`src/hdl/acpd_pkg.sv`:
```
/*
 * acpd_pkg: constants for the accumulator and product datapath.
 * Holds register offsets, status bit positions, reset values, saturation
 * limits and the command opcode type. Assumes a 32-bit APB register bus.
 */
package acpd_pkg;

	// ************************************************************
	// bus geometry
	// ************************************************************
	localparam int          ACPD_AW          = 8;        // apb address width
	localparam logic [7:0]  OFF_STATUS_ZERO  = 8'h00;    // status word zero
	localparam logic [7:0]  OFF_STATUS_ONE   = 8'h04;    // status word one
	localparam logic [7:0]  OFF_OPERAND      = 8'h08;    // multiplier operand register
	localparam logic [7:0]  OFF_PRODUCT      = 8'h0C;    // multiply result register
	localparam logic [7:0]  OFF_ACCUM        = 8'h10;    // accumulator
	localparam logic [7:0]  OFF_COMMAND      = 8'h14;    // command register, write only
	localparam logic [7:0]  OFF_WRITE_DATA   = 8'h18;    // last word put on the write bus
	localparam logic [7:0]  OFF_IRQ_STATUS   = 8'h1C;    // sticky events, write one to clear
	localparam logic [7:0]  OFF_IRQ_MASK     = 8'h20;    // event enables

	// ************************************************************
	// status word field positions
	// ************************************************************
	localparam int          ST0_EXCESS_BIT   = 12;       // arith_excess_flag
	localparam int          ST0_CLAMP_BIT    = 11;       // clamp_enable
	localparam int          ST1_PSEL_LO      = 0;        // product_shift_select low bit
	localparam int          ST1_XF_BIT       = 4;        // external flag
	localparam int          ST1_SXM_BIT      = 10;       // sign_extend_enable
	localparam int          ST1_TC_BIT       = 11;       // test_result_flag

	// ************************************************************
	// command word field positions
	// ************************************************************
	localparam int          CMD_SHAMT_LO     = 16;       // 5-bit static shift count
	localparam int          CMD_OP_LO        = 24;       // 4-bit opcode
	localparam int          CMD_HIGH_BIT     = 28;       // store upper half when set
	localparam int          CMD_UNSIGNED_BIT = 29;       // unsigned multiply when set
	localparam logic [4:0]  IN_SHIFT_MAX     = 5'h10;    // input shifter limit, 16

	// ************************************************************
	// event bits
	// ************************************************************
	localparam int          EV_EXCESS        = 0;        // accumulator overflow
	localparam int          EV_STORE         = 1;        // word written to bus
	localparam int          EV_TEST          = 2;        // bit test came out true
	localparam int          EV_W             = 3;        // number of events

	// ************************************************************
	// reset values and limits
	// ************************************************************
	localparam logic        RST_CLAMP        = 1'b0;
	localparam logic        RST_SXM          = 1'b1;
	localparam logic        RST_XF           = 1'b1;
	localparam logic [1:0]  RST_PSEL         = 2'h0;
	localparam logic [31:0] ACC_MOST_POS     = 32'h7FFFFFFF;
	localparam logic [31:0] ACC_MOST_NEG     = 32'h80000000;

	// command opcodes, values 14 and 15 are illegal and ignored
	typedef enum logic [3:0] {
		OP_NOP, OP_LOAD, OP_ADD, OP_SUB, OP_LOADT, OP_ADDT, OP_SUBT, OP_MPY,
		OP_APAC, OP_SPAC, OP_PAC, OP_STORE, OP_SHR, OP_BITT
	} acpd_op_type;

endpackage : acpd_pkg

```
`src/hdl/acpd_datapath.sv`:
```
/*
 * acpd_datapath: accumulator, multiplier, product shifter, input and output
 * shifters and the two status words, all reached as an APB slave.
 * Assumes a single APB master on pclk and that a command word written to the
 * command register stands for one decoded instruction.
 */
`timescale 1ns/100ps

// Overview of operation
// - output shifter shifts accumulator left 0..7
// - upper or lower half goes to bus
// - status zero bit 12 flags overflow
// - clamping loads most positive or negative value
// - status zero bit 11 enables clamping
// - product held in 32-bit register
// - product shifter: none, <<1, <<4, >>6
// - status one bits 1:0 select product shift
// - status one bit 10 sign-extends input shifter
// - same bit picks arithmetic or logical shift
// - sign extension copies value's top bit
// - status one bit 11 holds test outcome
// - status one bit 4 drives flag pin
// - operand register feeds multiply, shifts, tests
// - both status words sixteen bits, saved, restored
// - signed or unsigned 16x16 multiply, 32 bits
// - input shifter shifts left 0..16
module acpd_datapath (
	input  wire logic                        pclk,
	input  wire logic                        presetn,
	input  wire logic                        psel,
	input  wire logic                        penable,
	input  wire logic                        pwrite,
	input  wire logic [acpd_pkg::ACPD_AW-1:0] paddr,
	input  wire logic [31:0]                 pwdata,
	output logic      [31:0]                 prdata,
	output logic                             pready,
	output logic                             pslverr,
	output logic      [15:0]                 write_data_bus,
	output logic                             write_data_strobe,
	output logic                             external_flag_output,
	output logic                             irq
);

	// ************************************************************
	// decode helpers
	// ************************************************************
	// word-aligned address match
	function automatic logic reg_hit(input logic [acpd_pkg::ACPD_AW-1:0] a, input logic [7:0] off);
		reg_hit = (a[acpd_pkg::ACPD_AW-1:2] == off[acpd_pkg::ACPD_AW-1:2]);
	endfunction : reg_hit

	// input shifter: extend then shift left, count limited to 16
	function automatic logic [31:0] in_shift(input logic [15:0] d, input logic [4:0] cnt, input logic sign_extend_enable);
		logic [31:0] ext;
		logic [4:0]  c;
		ext = sign_extend_enable ? {{16{d[15]}}, d} : {16'h0000, d};
		c   = (cnt > acpd_pkg::IN_SHIFT_MAX) ? acpd_pkg::IN_SHIFT_MAX : cnt;
		in_shift = ext << c;
	endfunction : in_shift

	// product shifter
	function automatic logic [31:0] prod_shift(input logic [31:0] p, input logic [1:0] sel);
		unique case (sel)
			2'h0: prod_shift = p;
			2'h1: prod_shift = {p[30:0], 1'b0};
			2'h2: prod_shift = {p[27:0], 4'h0};
			2'h3: prod_shift = {{6{p[31]}}, p[31:6]};
		endcase
	endfunction : prod_shift

	// ************************************************************
	// state
	// ************************************************************
	logic [31:0]            acc_q, acc_d;          // accumulator
	logic [31:0]            multiply_result_reg_q, multiply_result_reg_d;        // multiply_result_reg
	logic [15:0]            multiplier_operand_reg_q;                // multiplier_operand_reg
	logic [15:0]            wdb_q, wdb_d;          // write_data_bus holding register
	logic                   wdb_stb_q;             // store pulse
	logic                   excess_q, excess_d;    // arith_excess_flag
	logic                   clamp_q;               // clamp_enable
	logic [1:0]             psel_q;                // product_shift_select
	logic                   xf_q;                  // external flag latch
	logic                   sxm_q;                 // sign_extend_enable
	logic                   tc_q, tc_d;            // test_result_flag
	logic [acpd_pkg::EV_W-1:0] ev_stat_q, ev_mask_q, ev_set;
	logic [31:0]            rd_q;                  // read data captured in setup
	logic                   err_q;                 // unmapped address in setup

	// ************************************************************
	// command decode
	// ************************************************************
	logic                   wr_acc;                // access-phase write strobe
	logic                   exec;                  // command issued this cycle
	acpd_pkg::acpd_op_type  op;
	logic [15:0]            cmd_data;
	logic [4:0]             cmd_shamt;
	logic [32:0]            sum;                   // sign-extended add/sub result
	logic                   sum_ov;                // overflow of that result
	logic [31:0]            operand_b;             // second addend
	logic                   is_arith;              // op can overflow
	logic                   is_sub;
	logic [31:0]            prod_full;             // raw product
	logic [31:0]            out_shifted;           // output shifter word

	assign wr_acc    = psel && penable && pwrite;
	assign exec      = wr_acc && reg_hit(paddr, acpd_pkg::OFF_COMMAND);
	assign op        = acpd_pkg::acpd_op_type'(pwdata[acpd_pkg::CMD_OP_LO +: 4]);
	assign cmd_data  = pwdata[15:0];
	assign cmd_shamt = pwdata[acpd_pkg::CMD_SHAMT_LO +: 5];

	// multiplier, signed or unsigned by command bit
	always_comb begin
		if (pwdata[acpd_pkg::CMD_UNSIGNED_BIT]) begin
			prod_full = {16'h0000, multiplier_operand_reg_q} * {16'h0000, cmd_data};
		end else begin
			prod_full = 32'($signed(multiplier_operand_reg_q) * $signed(cmd_data));
		end
	end

	// output shifter: accumulator left by 0..7
	assign out_shifted = acc_q << cmd_shamt[2:0];

	// pick the second addend and the direction
	always_comb begin
		operand_b = 32'h00000000;
		is_arith  = 1'b0;
		is_sub    = 1'b0;
		unique case (op)
			acpd_pkg::OP_ADD:  begin
				operand_b = in_shift(cmd_data, cmd_shamt, sxm_q);
				is_arith  = 1'b1;
			end
			acpd_pkg::OP_SUB:  begin
				operand_b = in_shift(cmd_data, cmd_shamt, sxm_q);
				is_arith  = 1'b1;
				is_sub    = 1'b1;
			end
			acpd_pkg::OP_ADDT: begin
				operand_b = in_shift(cmd_data, {1'b0, multiplier_operand_reg_q[3:0]}, sxm_q);
				is_arith  = 1'b1;
			end
			acpd_pkg::OP_SUBT: begin
				operand_b = in_shift(cmd_data, {1'b0, multiplier_operand_reg_q[3:0]}, sxm_q);
				is_arith  = 1'b1;
				is_sub    = 1'b1;
			end
			acpd_pkg::OP_APAC: begin
				operand_b = prod_shift(multiply_result_reg_q, psel_q);
				is_arith  = 1'b1;
			end
			acpd_pkg::OP_SPAC: begin
				operand_b = prod_shift(multiply_result_reg_q, psel_q);
				is_arith  = 1'b1;
				is_sub    = 1'b1;
			end
			default: begin
				operand_b = 32'h00000000;
			end
		endcase
	end

	// 33-bit sum detects leaving the accumulator's range
	assign sum    = is_sub ? ({acc_q[31], acc_q} - {operand_b[31], operand_b})
	                       : ({acc_q[31], acc_q} + {operand_b[31], operand_b});
	assign sum_ov = exec && is_arith && (sum[32] != sum[31]);

	// next values of the datapath registers
	always_comb begin
		acc_d    = acc_q;
		multiply_result_reg_d   = multiply_result_reg_q;
		wdb_d    = wdb_q;
		tc_d     = tc_q;
		excess_d = excess_q;
		if (exec) begin
			unique case (op)
				acpd_pkg::OP_LOAD:  acc_d = in_shift(cmd_data, cmd_shamt, sxm_q);
				acpd_pkg::OP_LOADT: acc_d = in_shift(cmd_data, {1'b0, multiplier_operand_reg_q[3:0]}, sxm_q);
				acpd_pkg::OP_MPY:   multiply_result_reg_d = prod_full;
				acpd_pkg::OP_PAC:   acc_d = prod_shift(multiply_result_reg_q, psel_q);
				acpd_pkg::OP_STORE: begin
					// upper or lower half of the shifted word
					wdb_d = pwdata[acpd_pkg::CMD_HIGH_BIT] ? out_shifted[31:16] : out_shifted[15:0];
				end
				acpd_pkg::OP_SHR: begin
					// arithmetic keeps the sign, logical inserts zero
					acc_d = {sxm_q & acc_q[31], acc_q[31:1]};
				end
				acpd_pkg::OP_BITT: tc_d = cmd_data[multiplier_operand_reg_q[3:0]];
				acpd_pkg::OP_ADD, acpd_pkg::OP_SUB, acpd_pkg::OP_ADDT, acpd_pkg::OP_SUBT,
				acpd_pkg::OP_APAC, acpd_pkg::OP_SPAC: begin
					if (sum_ov && clamp_q) begin
						// clamp toward the direction of the overflow
						acc_d = sum[32] ? acpd_pkg::ACC_MOST_NEG : acpd_pkg::ACC_MOST_POS;
					end else begin
						acc_d = sum[31:0];
					end
				end
				acpd_pkg::OP_NOP: acc_d = acc_q;
				default: acc_d = acc_q;                                     // illegal opcodes ignored
			endcase
		end
		// status word restore by software, overflow set wins over it
		if (wr_acc && reg_hit(paddr, acpd_pkg::OFF_STATUS_ZERO)) begin
			excess_d = pwdata[acpd_pkg::ST0_EXCESS_BIT];
		end
		if (sum_ov) begin
			excess_d = 1'b1;
		end
		if (wr_acc && reg_hit(paddr, acpd_pkg::OFF_STATUS_ONE)) begin
			tc_d = pwdata[acpd_pkg::ST1_TC_BIT];
		end
		if (wr_acc && reg_hit(paddr, acpd_pkg::OFF_ACCUM)) begin
			acc_d = pwdata;
		end
	end

	// ************************************************************
	// datapath registers
	// ************************************************************
	// accumulator, product, write bus
	always_ff @(posedge pclk or negedge presetn) begin
		if (!presetn) begin
			acc_q     <= 32'h00000000;
			multiply_result_reg_q    <= 32'h00000000;
			wdb_q     <= 16'h0000;
			wdb_stb_q <= 1'b0;
		end else begin
			acc_q     <= acc_d;
			multiply_result_reg_q    <= multiply_result_reg_d;
			wdb_q     <= wdb_d;
			wdb_stb_q <= exec && (op == acpd_pkg::OP_STORE);
		end
	end

	// operand register, software loaded
	always_ff @(posedge pclk or negedge presetn) begin
		if (!presetn) begin
			multiplier_operand_reg_q <= 16'h0000;
		end else if (wr_acc && reg_hit(paddr, acpd_pkg::OFF_OPERAND)) begin
			multiplier_operand_reg_q <= pwdata[15:0];
		end
	end

	// status words
	always_ff @(posedge pclk or negedge presetn) begin
		if (!presetn) begin
			excess_q <= 1'b0;
			clamp_q  <= acpd_pkg::RST_CLAMP;
			psel_q   <= acpd_pkg::RST_PSEL;
			xf_q     <= acpd_pkg::RST_XF;
			sxm_q    <= acpd_pkg::RST_SXM;
			tc_q     <= 1'b0;
		end else begin
			excess_q <= excess_d;
			tc_q     <= tc_d;
			if (wr_acc && reg_hit(paddr, acpd_pkg::OFF_STATUS_ZERO)) begin
				clamp_q <= pwdata[acpd_pkg::ST0_CLAMP_BIT];
			end
			if (wr_acc && reg_hit(paddr, acpd_pkg::OFF_STATUS_ONE)) begin
				psel_q <= pwdata[acpd_pkg::ST1_PSEL_LO +: 2];
				xf_q   <= pwdata[acpd_pkg::ST1_XF_BIT];
				sxm_q  <= pwdata[acpd_pkg::ST1_SXM_BIT];
			end
		end
	end

	// ************************************************************
	// interrupts
	// ************************************************************
	assign ev_set[acpd_pkg::EV_EXCESS] = sum_ov;
	assign ev_set[acpd_pkg::EV_STORE]  = exec && (op == acpd_pkg::OP_STORE);
	assign ev_set[acpd_pkg::EV_TEST]   = exec && (op == acpd_pkg::OP_BITT) && tc_d;

	// sticky status, write one clears, a new event wins
	always_ff @(posedge pclk or negedge presetn) begin
		if (!presetn) begin
			ev_stat_q <= '0;
			ev_mask_q <= '0;
		end else begin
			if (wr_acc && reg_hit(paddr, acpd_pkg::OFF_IRQ_STATUS)) begin
				ev_stat_q <= (ev_stat_q & ~pwdata[acpd_pkg::EV_W-1:0]) | ev_set;
			end else begin
				ev_stat_q <= ev_stat_q | ev_set;
			end
			if (wr_acc && reg_hit(paddr, acpd_pkg::OFF_IRQ_MASK)) begin
				ev_mask_q <= pwdata[acpd_pkg::EV_W-1:0];
			end
		end
	end

	// ************************************************************
	// apb read path
	// ************************************************************
	// read data captured in the setup cycle, shown in the access phase
	always_ff @(posedge pclk or negedge presetn) begin
		if (!presetn) begin
			rd_q  <= 32'h00000000;
			err_q <= 1'b0;
		end else if (psel && !penable) begin
			err_q <= 1'b0;
			rd_q  <= 32'h00000000;
			if (reg_hit(paddr, acpd_pkg::OFF_STATUS_ZERO)) begin
				rd_q[acpd_pkg::ST0_EXCESS_BIT] <= excess_q;
				rd_q[acpd_pkg::ST0_CLAMP_BIT]  <= clamp_q;
			end else if (reg_hit(paddr, acpd_pkg::OFF_STATUS_ONE)) begin
				rd_q[acpd_pkg::ST1_PSEL_LO +: 2] <= psel_q;
				rd_q[acpd_pkg::ST1_XF_BIT]       <= external_flag_output;
				rd_q[acpd_pkg::ST1_SXM_BIT]      <= sxm_q;
				rd_q[acpd_pkg::ST1_TC_BIT]       <= tc_q;
			end else if (reg_hit(paddr, acpd_pkg::OFF_OPERAND)) begin
				rd_q[15:0] <= multiplier_operand_reg_q;
			end else if (reg_hit(paddr, acpd_pkg::OFF_PRODUCT)) begin
				rd_q <= multiply_result_reg_q;
			end else if (reg_hit(paddr, acpd_pkg::OFF_ACCUM)) begin
				rd_q <= acc_q;
			end else if (reg_hit(paddr, acpd_pkg::OFF_WRITE_DATA)) begin
				rd_q[15:0] <= wdb_q;
			end else if (reg_hit(paddr, acpd_pkg::OFF_IRQ_STATUS)) begin
				rd_q[acpd_pkg::EV_W-1:0] <= ev_stat_q;
			end else if (reg_hit(paddr, acpd_pkg::OFF_IRQ_MASK)) begin
				rd_q[acpd_pkg::EV_W-1:0] <= ev_mask_q;
			end else if (!reg_hit(paddr, acpd_pkg::OFF_COMMAND)) begin
				err_q <= 1'b1;                                          // unmapped
			end
		end
	end

	assign pready               = 1'b1;
	assign prdata               = rd_q;
	assign pslverr              = err_q && psel && penable;
	assign write_data_bus       = wdb_q;
	assign write_data_strobe    = wdb_stb_q;
	assign external_flag_output = xf_q;
	assign irq                  = |(ev_stat_q & ev_mask_q);
endmodule : acpd_datapath

```
`config.mk`:
```
export PLATFORM = sky130hd
export DESIGN_NAME = acpd_datapath
export DESIGN_NICKNAME = d
export VERILOG_FILES = /design/src/hdl/acpd_pkg.sv /design/src/hdl/acpd_datapath.sv
export SDC_FILE = /design/constraint.sdc
export NUM_CORES = 2
export LEC_CHECK = 0
export BUFFER_PORTS_ARGS = -buffer_cell sky130_fd_sc_hd__buf_2
export CAP_MARGIN = 20
export CELL_PAD_IN_SITES_DETAIL_PLACEMENT = 1
export CELL_PAD_IN_SITES_GLOBAL_PLACEMENT = 2
export CORE_AREA = 2 2 314 223
export CTS_BUF_LIST = sky130_fd_sc_hd__clkbuf_16
export CTS_CLUSTER_SIZE = 14
export DETAILED_ROUTE_END_ITERATION = 16
export DIE_AREA = 0 0 316 225
export PLACE_DENSITY = 0.95
export SYNTH_ARGS = -nofsm -noshare
export SYNTH_HDL_FRONTEND = slang
export SYNTH_SLANG_ARGS = --single-unit
```
`constraint.sdc`:
```
create_clock -name pclk -period 12.69 [get_ports pclk]
set_clock_uncertainty 0.1 [all_clocks]
set_input_delay 2.538 -clock pclk [delete_from_list [all_inputs] [get_ports pclk]]
set_output_delay 2.538 -clock pclk [all_outputs]
set_load 0.03 [all_outputs]
```
After elaboration in Yosys (flattened, before gate mapping)
Index checks and enable logic that the tools add are counted.
{"block": "word_totals", "ff_bits": 143, "out_inout_bits": 53, "elab_cells": 139}
{"block": "op_classes", "add_sub_neg": 2, "n_mul": 2, "n_lt_le_gt_ge": 3, "eq_ne": 25, "n_shift": 3, "muxes": 50, "bitwise_logic": 6, "n_reduce_logical": 33}
{"op": "two-way mux 32 bit", "count": 7}
{"op": "one-hot mux 32 bit (5 select lines)", "count": 1}
{"op": "one-hot mux 32 bit (4 select lines)", "count": 1}
{"op": "one-hot mux 32 bit (3 select lines)", "count": 1}
{"op": "two-way mux 16 bit", "count": 5}
{"op": "multiplier 16 x 16 -> 32 bit", "count": 2}
{"op": "<< shifter 32 x 5 -> 32 bit", "count": 2}
{"op": "adder 32 x 32 -> 33 bit", "count": 1}
{"op": "two-way mux 33 bit", "count": 1}
{"op": "subtractor 32 x 32 -> 33 bit", "count": 1}
{"op": "<< shifter 32 x 3 -> 32 bit", "count": 1}
{"op": "equality test 4 bit, second input constant", "count": 6}
{"op": "equality test 6 x 3 -> 1 bit, second input constant", "count": 4}
{"op": "two-way mux 20 bit", "count": 1}
{"op": "two-way mux 19 bit", "count": 1}
{"op": "logical AND 1 bit", "count": 18}
{"op": "two-way mux 1 bit", "count": 18}
{"op": "equality test 4 x 3 -> 1 bit, second input constant", "count": 4}
{"op": "two-way mux 5 bit", "count": 3}
{"op": "two-way mux 13 bit", "count": 1}
{"op": "equality test 6 x 2 -> 1 bit, second input constant", "count": 2}
{"op": "two-way mux 3 bit", "count": 4}
{"op": "two-way mux 11 bit", "count": 1}
{"op": "equality test 4 x 2 -> 1 bit, second input constant", "count": 2}
{"op": "other kinds (24)", "count": 36}

Longest topological paths before layout
{"block": "logic_depth", "ltp_word": 13, "mapped_depth": 33, "ltp_nobuf": 28}

Least setup slack after synthesis
No wires, ideal clock.
{"block": "synth_path", "path_type": "input -> register", "from": "in pwdata[15]", "to": "reg multiply_result_reg_q[29]", "arrival_ns": 8.991, "required_time_ns": 12.455, "setup_slack_ns": 3.465, "cell_stages": 24, "n_path_buf": 4, "path_cell_list": "clkbuf_1 -> buf_1 -> clkbuf_1 -> clkbuf_1 -> nand2_1 -> fa_1 -> fa_1 -> inv_1 -> fa_1 -> inv_1 -> fa_1 -> fa_1 -> fa_1 -> inv_1 -> ha_1 -> or3_1 -> or3_1 -> o221ai_1 -> a21o_1 -> a21oi_1 -> nor3_1 -> mux2_2 -> nor3_1 -> o21ai_0"}
{"block": "synth_via", "elab_chain_len": 2, "elab_cells_between_ends": 3}
{"item": "from (decl)", "line_no": "acpd_datapath.sv:34", "source": "input wire logic [31:0] pwdata,"}
{"item": "multiplier 16 x 16 -> 32 bit (on tied branches)", "line_no": "acpd_datapath.sv:116, acpd_datapath.sv:114"}
{"item": "two-way mux 32 bit (*)", "line_no": "acpd_datapath.sv:113", "source": "if (pwdata[acpd_pkg::CMD_UNSIGNED_BIT]) begin"}
{"item": "to (signal assigned)", "line_no": "acpd_datapath.sv:229", "source": "multiply_result_reg_q <= multiply_result_reg_d;"}
{"item": "to (decl)", "line_no": "acpd_datapath.sv:75", "source": "logic [31:0] multiply_result_reg_q, multiply_result_reg_d;"}
Every way passes the cells marked *; elsewhere a longest branch is shown, timed or not.
A chain may end at the register's enable or synchronous reset.

Worst setup path after layout
{"block": "layout_path", "from": "in pwdata[16]", "to": "reg acc_q[30]"}
{"block": "layout_via", "elab_chain_len": 13, "elab_cells_between_ends": 15}
{"item": "> comparator 5 bit", "line_no": "acpd_datapath.sv:57", "source": "c = (cnt > acpd_pkg::IN_SHIFT_MAX) ? acpd_pkg::IN_SHIFT_MAX : cnt;"}
{"item": "two-way mux 5 bit (*)", "line_no": "acpd_datapath.sv:57"}
{"item": "<< shifter 32 x 5 -> 32 bit (*)", "line_no": "acpd_datapath.sv:58", "source": "in_shift = ext << c;"}
{"item": "one-hot mux 32 bit (3 select lines)", "line_no": "acpd_datapath.sv:128", "source": "unique case (op)"}
{"item": "adder 32 x 32 -> 33 bit / subtractor 32 x 32 -> 33 bit (equally long branches)", "line_no": "acpd_datapath.sv:164, acpd_datapath.sv:163"}
{"item": "two-way mux 33 bit", "line_no": "acpd_datapath.sv:163", "source": "assign sum = is_sub ? ({acc_q[31], acc_q} - {operand_b[31], operand_b})"}
{"item": "!= test 1 bit", "line_no": "acpd_datapath.sv:165", "source": "assign sum_ov = exec && is_arith && (sum[32] != sum[31]);"}
{"item": "logical AND 1 bit", "line_no": "acpd_datapath.sv:165"}
{"item": "logical AND 1 bit", "line_no": "acpd_datapath.sv:191", "source": "if (sum_ov && clamp_q) begin"}
{"item": "two-way mux 32 bit", "line_no": "acpd_datapath.sv:191"}
{"item": "one-hot mux 32 bit (5 select lines) (*)", "line_no": "acpd_datapath.sv:175", "source": "unique case (op)"}
{"item": "two-way mux 32 bit (*)", "line_no": "acpd_datapath.sv:174", "source": "if (exec) begin"}
{"item": "two-way mux 32 bit (*)", "line_no": "acpd_datapath.sv:212", "source": "if (wr_acc && reg_hit(paddr, acpd_pkg::OFF_ACCUM)) begin"}
{"item": "to (signal assigned)", "line_no": "acpd_datapath.sv:223", "source": "acc_q <= 32'h00000000;"}
{"item": "to (signal assigned)", "line_no": "acpd_datapath.sv:228", "source": "acc_q <= acc_d;"}
{"item": "to (decl)", "line_no": "acpd_datapath.sv:74", "source": "logic [31:0] acc_q, acc_d;"}
Every way passes the cells marked *; elsewhere a longest branch is shown, timed or not. The select of a mux whose other input is x is not followed.

==> flow_metrics.py <==
metrics = {
    "global_route": {
        "grt_max_degree": 90,
        "grt_pass1_vias": 28800,
        "antenna_found_initial": 13,
        "grt_overflow": 0,
        "grt_pass1_wl_um": 186000,
        "grt_use_total_pct": 35.3,
    },
    "timing": {
        "finalSetupViolations": 0,
        "tightest_slew_ns": 1.16,
        "finalMaxSlewViolations": 0,
        "timing.final.crit_share_pct": 78.4,
        "relSlewSlack_pct": 21.9,
        "rsz0062_at_grt": "no",
        "hold_viol_final": 0,
        "setup_tns_ns": 0,
        "fin_crit_ns": 9.95,
        "whs_ns": 0.401,
        "fmaxAchievable_ghz": 0.101,
    },
    "yosys": {
        "synth-seq-cells": 143,
        "async_flop_share_pct": 100,
        "synth_largest_area_cell": "fa_1",
        "synth_nets": 4059,
        "synth-edff-count": 0,
        "ys_top_cells_by_area": "fa_1 25%, dfrtp_1 12%, ha_1 7.8%",
        "ys_seq_area_share_pct": 12.0,
        "synthDistinctLibCells": 102,
        "avgSynthCellArea_um2": 8.59,
        "ys_warn_count": 0,
        "synth_top_area_share_pct": 24.7,
        "synthCells": 3462,
        "netlist_area_mm2": 0.0297,
        "synth_flop_cell": "dfrtp_1",
    },
    "placed_design": {
        "hpwl_um": 94500,
        "globalplace.congestion": 1.02,
        "place_inst": 4289,
        "portBuffers": 94,
    },
    "clock_network": {
        "cts_max_level": 4,
        "cts_made_buffers": 17,
        "insertion_delay_ns": 0.47,
        "post_cts_resized": 0,
        "cts.sinks": 143,
        "clockBufferDepth": 2,
        "clk_pin_slew_ns": 0.08,
        "cts-root-buf": "clkbuf_16",
        "postCtsHoldBufs": 0,
        "post-cts-setup-buffers": 0,
        "cts_tree": "done",
    },
    "worst_setup_path": {
        "endpoint_kind": "register",
        "critical_path_class": "in2reg",
        "slowest_stage": "buf_4",
        "crit_path_start_kind": "input port",
        "regToRegSetupSlack_ns": 4.58,
        "crit_fanout": 55,
        "cp.required_ns": 12.96,
        "worstPathArrival_ns": 10.22,
        "timing.critical_path.slowest_cell_delay_ns": 0.72,
        "cp_common_cell": "o21ai_0",
    },
    "finish": {
        "fin_cells": 4325,
        "mostFrequentLayoutCells": "481 x inv_1, 367 x fa_1, 354 x nand2_1",
        "area_growth_pct": 6.03,
        "fin_util_pct": 46.5,
        "fin_nets": 4005,
        "final_common_cell": "inv_1",
        "drive_above_1_share_pct": 10.4,
    },
    "min_path": {
        "hp-class": "reg2reg",
    },
    "power_and_ir_drop": {
        "finalPower_w": 0.00390,
        "vdd_drop_max_mv": 0.0889,
        "p_per_area_mw_per_mm2": 124,
        "power_leakage_nw": 14.7,
    },
    "drt": {
        "firstDrtPassIters": 6,
        "vias": 27700,
        "routed_wirelength_um": 124000,
        "via_per_inst": 6.41,
        "wl_per_cell_um": 28.6,
        "drc": 0,
        "first_iter_violations": 3524,
        "ant_nets": 0,
    },
    "die": {
        "core_mm2": 0.0678,
        "die_x_um": 316,
        "num_rows": 80,
        "dieArea_mm2": 0.0711,
        "pin_count": 98,
        "dieHeight_um": 225,
        "initial_utilization_pct": 43.9,
    },
    "run_status": {
        "outcome": "finished clean",
    },
    "run": {
        "cap_viol_max_count": 0,
    },
}
kinds of logic (layout without fill, tap and decap cells):
kind of cell / count (synthesis) / in the layout / synth area share [%]
AO/OA/AOI/OAI: 827 / 827 / 18.5
XOR/XNOR: 114 / 114 / 3.40
AND/OR/NAND/NOR: 933 / 933 / 15.4
flip-flops: 143 / 143 / 12.0
adder cells (fa/ha/maj): 553 / 553 / 32.5
buffers and inverters: 720 / 679 / 9.50
multiplexers: 171 / 171 / 8.55
other: 1 / 3 / 0.0126
sequential cells by signal, indices dropped and copies added, names as in the netlist:
| name | flops |
|---|---|
| acc_q | 32 |
| multiply_result_reg_q | 32 |
| prdata | 32 |
| multiplier_operand_reg_q | 16 |
| write_data_bus | 16 |
| ev_mask_q | 3 |
| ev_stat_q | 3 |
| psel_q | 2 |
| clamp_q | 1 |
| err_q | 1 |
| excess_q | 1 |
| external_flag_output | 1 |
| sxm_q | 1 |
| tc_q | 1 |
| write_data_strobe | 1 |
per-layer routing:
layer,part of all wire [%],global-route usage [%]
met5,0.083,0
met3,13,12.7
met4,2.9,9.20
met2,40,49.8
met1,44,50.9
worst paths after layout:
path,cells past startpoint,endpoint,from
setup / recovery,26,acc_q[30],pwdata[16]
hold reg to reg,2,err_q,err_q
min in group asynchronous,1,write_data_bus[8],presetn
max in group asynchronous,2,multiplier_operand_reg_q[1],presetn
setup reg to reg,21,acc_q[30],multiplier_operand_reg_q[3]
hold / removal,2,err_q,err_q
area by class of cell:
class                   instances  area, um2
fillers                      8043      36200
multi-input cells            2599      23400
flip-flops and latches        143       3590
inverters                     483       1810
well taps                     902       1130
repair buffers                164       1000
clock buffers                  17        425
clock inverters                15        190
diodes                          2       5.00
cell usage after synthesis (33+ instances only):
library cell	count
inv_1	480
fa_1	367
nand2_1	354
o21ai_0	194
ha_1	185
clkbuf_1	177
nor2_1	176
a21oi_1	159
dfrtp_1	141
and2_1	108
xnor2_1	76
a221oi_1	64
mux2i_1	64
mux4_2	60
nand3_1	52
a22oi_1	50
a21o_1	47
and3_1	47
a211oi_1	41
mux2_2	39
xor2_1	37
nand2b_1	35
buf_2	34
a31oi_1	33
worst max-delay path: cells and delay by family:
family	cells	cell delay, ns
buffers and inverters	4	1.24
AO/OA/AOI/OAI	13	3.69
AND/OR/NAND/NOR	6	1.99
XOR/XNOR	1	0.18
adder cells (fa/ha/maj)	2	0.55
power breakdown:
group / switching (W) / total [W] / internal (W) / leakage, nW
Sequential: 0.0000587 / 0.000529 / 0.000470 / 1.94
Combinational: 0.00171 / 0.00281 / 0.00111 / 12.5
Clock: 0.000260 / 0.000562 / 0.000301 / 0.310
through the flow:
stage          cell area (um2)  worst slack [ns]
3_5_place_dp             30900              2.52
2_1_floorplan            29700              3.46
4_1_cts                  31500              2.98
3_3_place_gp             30900              2.58
6_report                 31500              2.74
5_1_grt                  31500              2.25
Power figures use the tool's default switching activity.
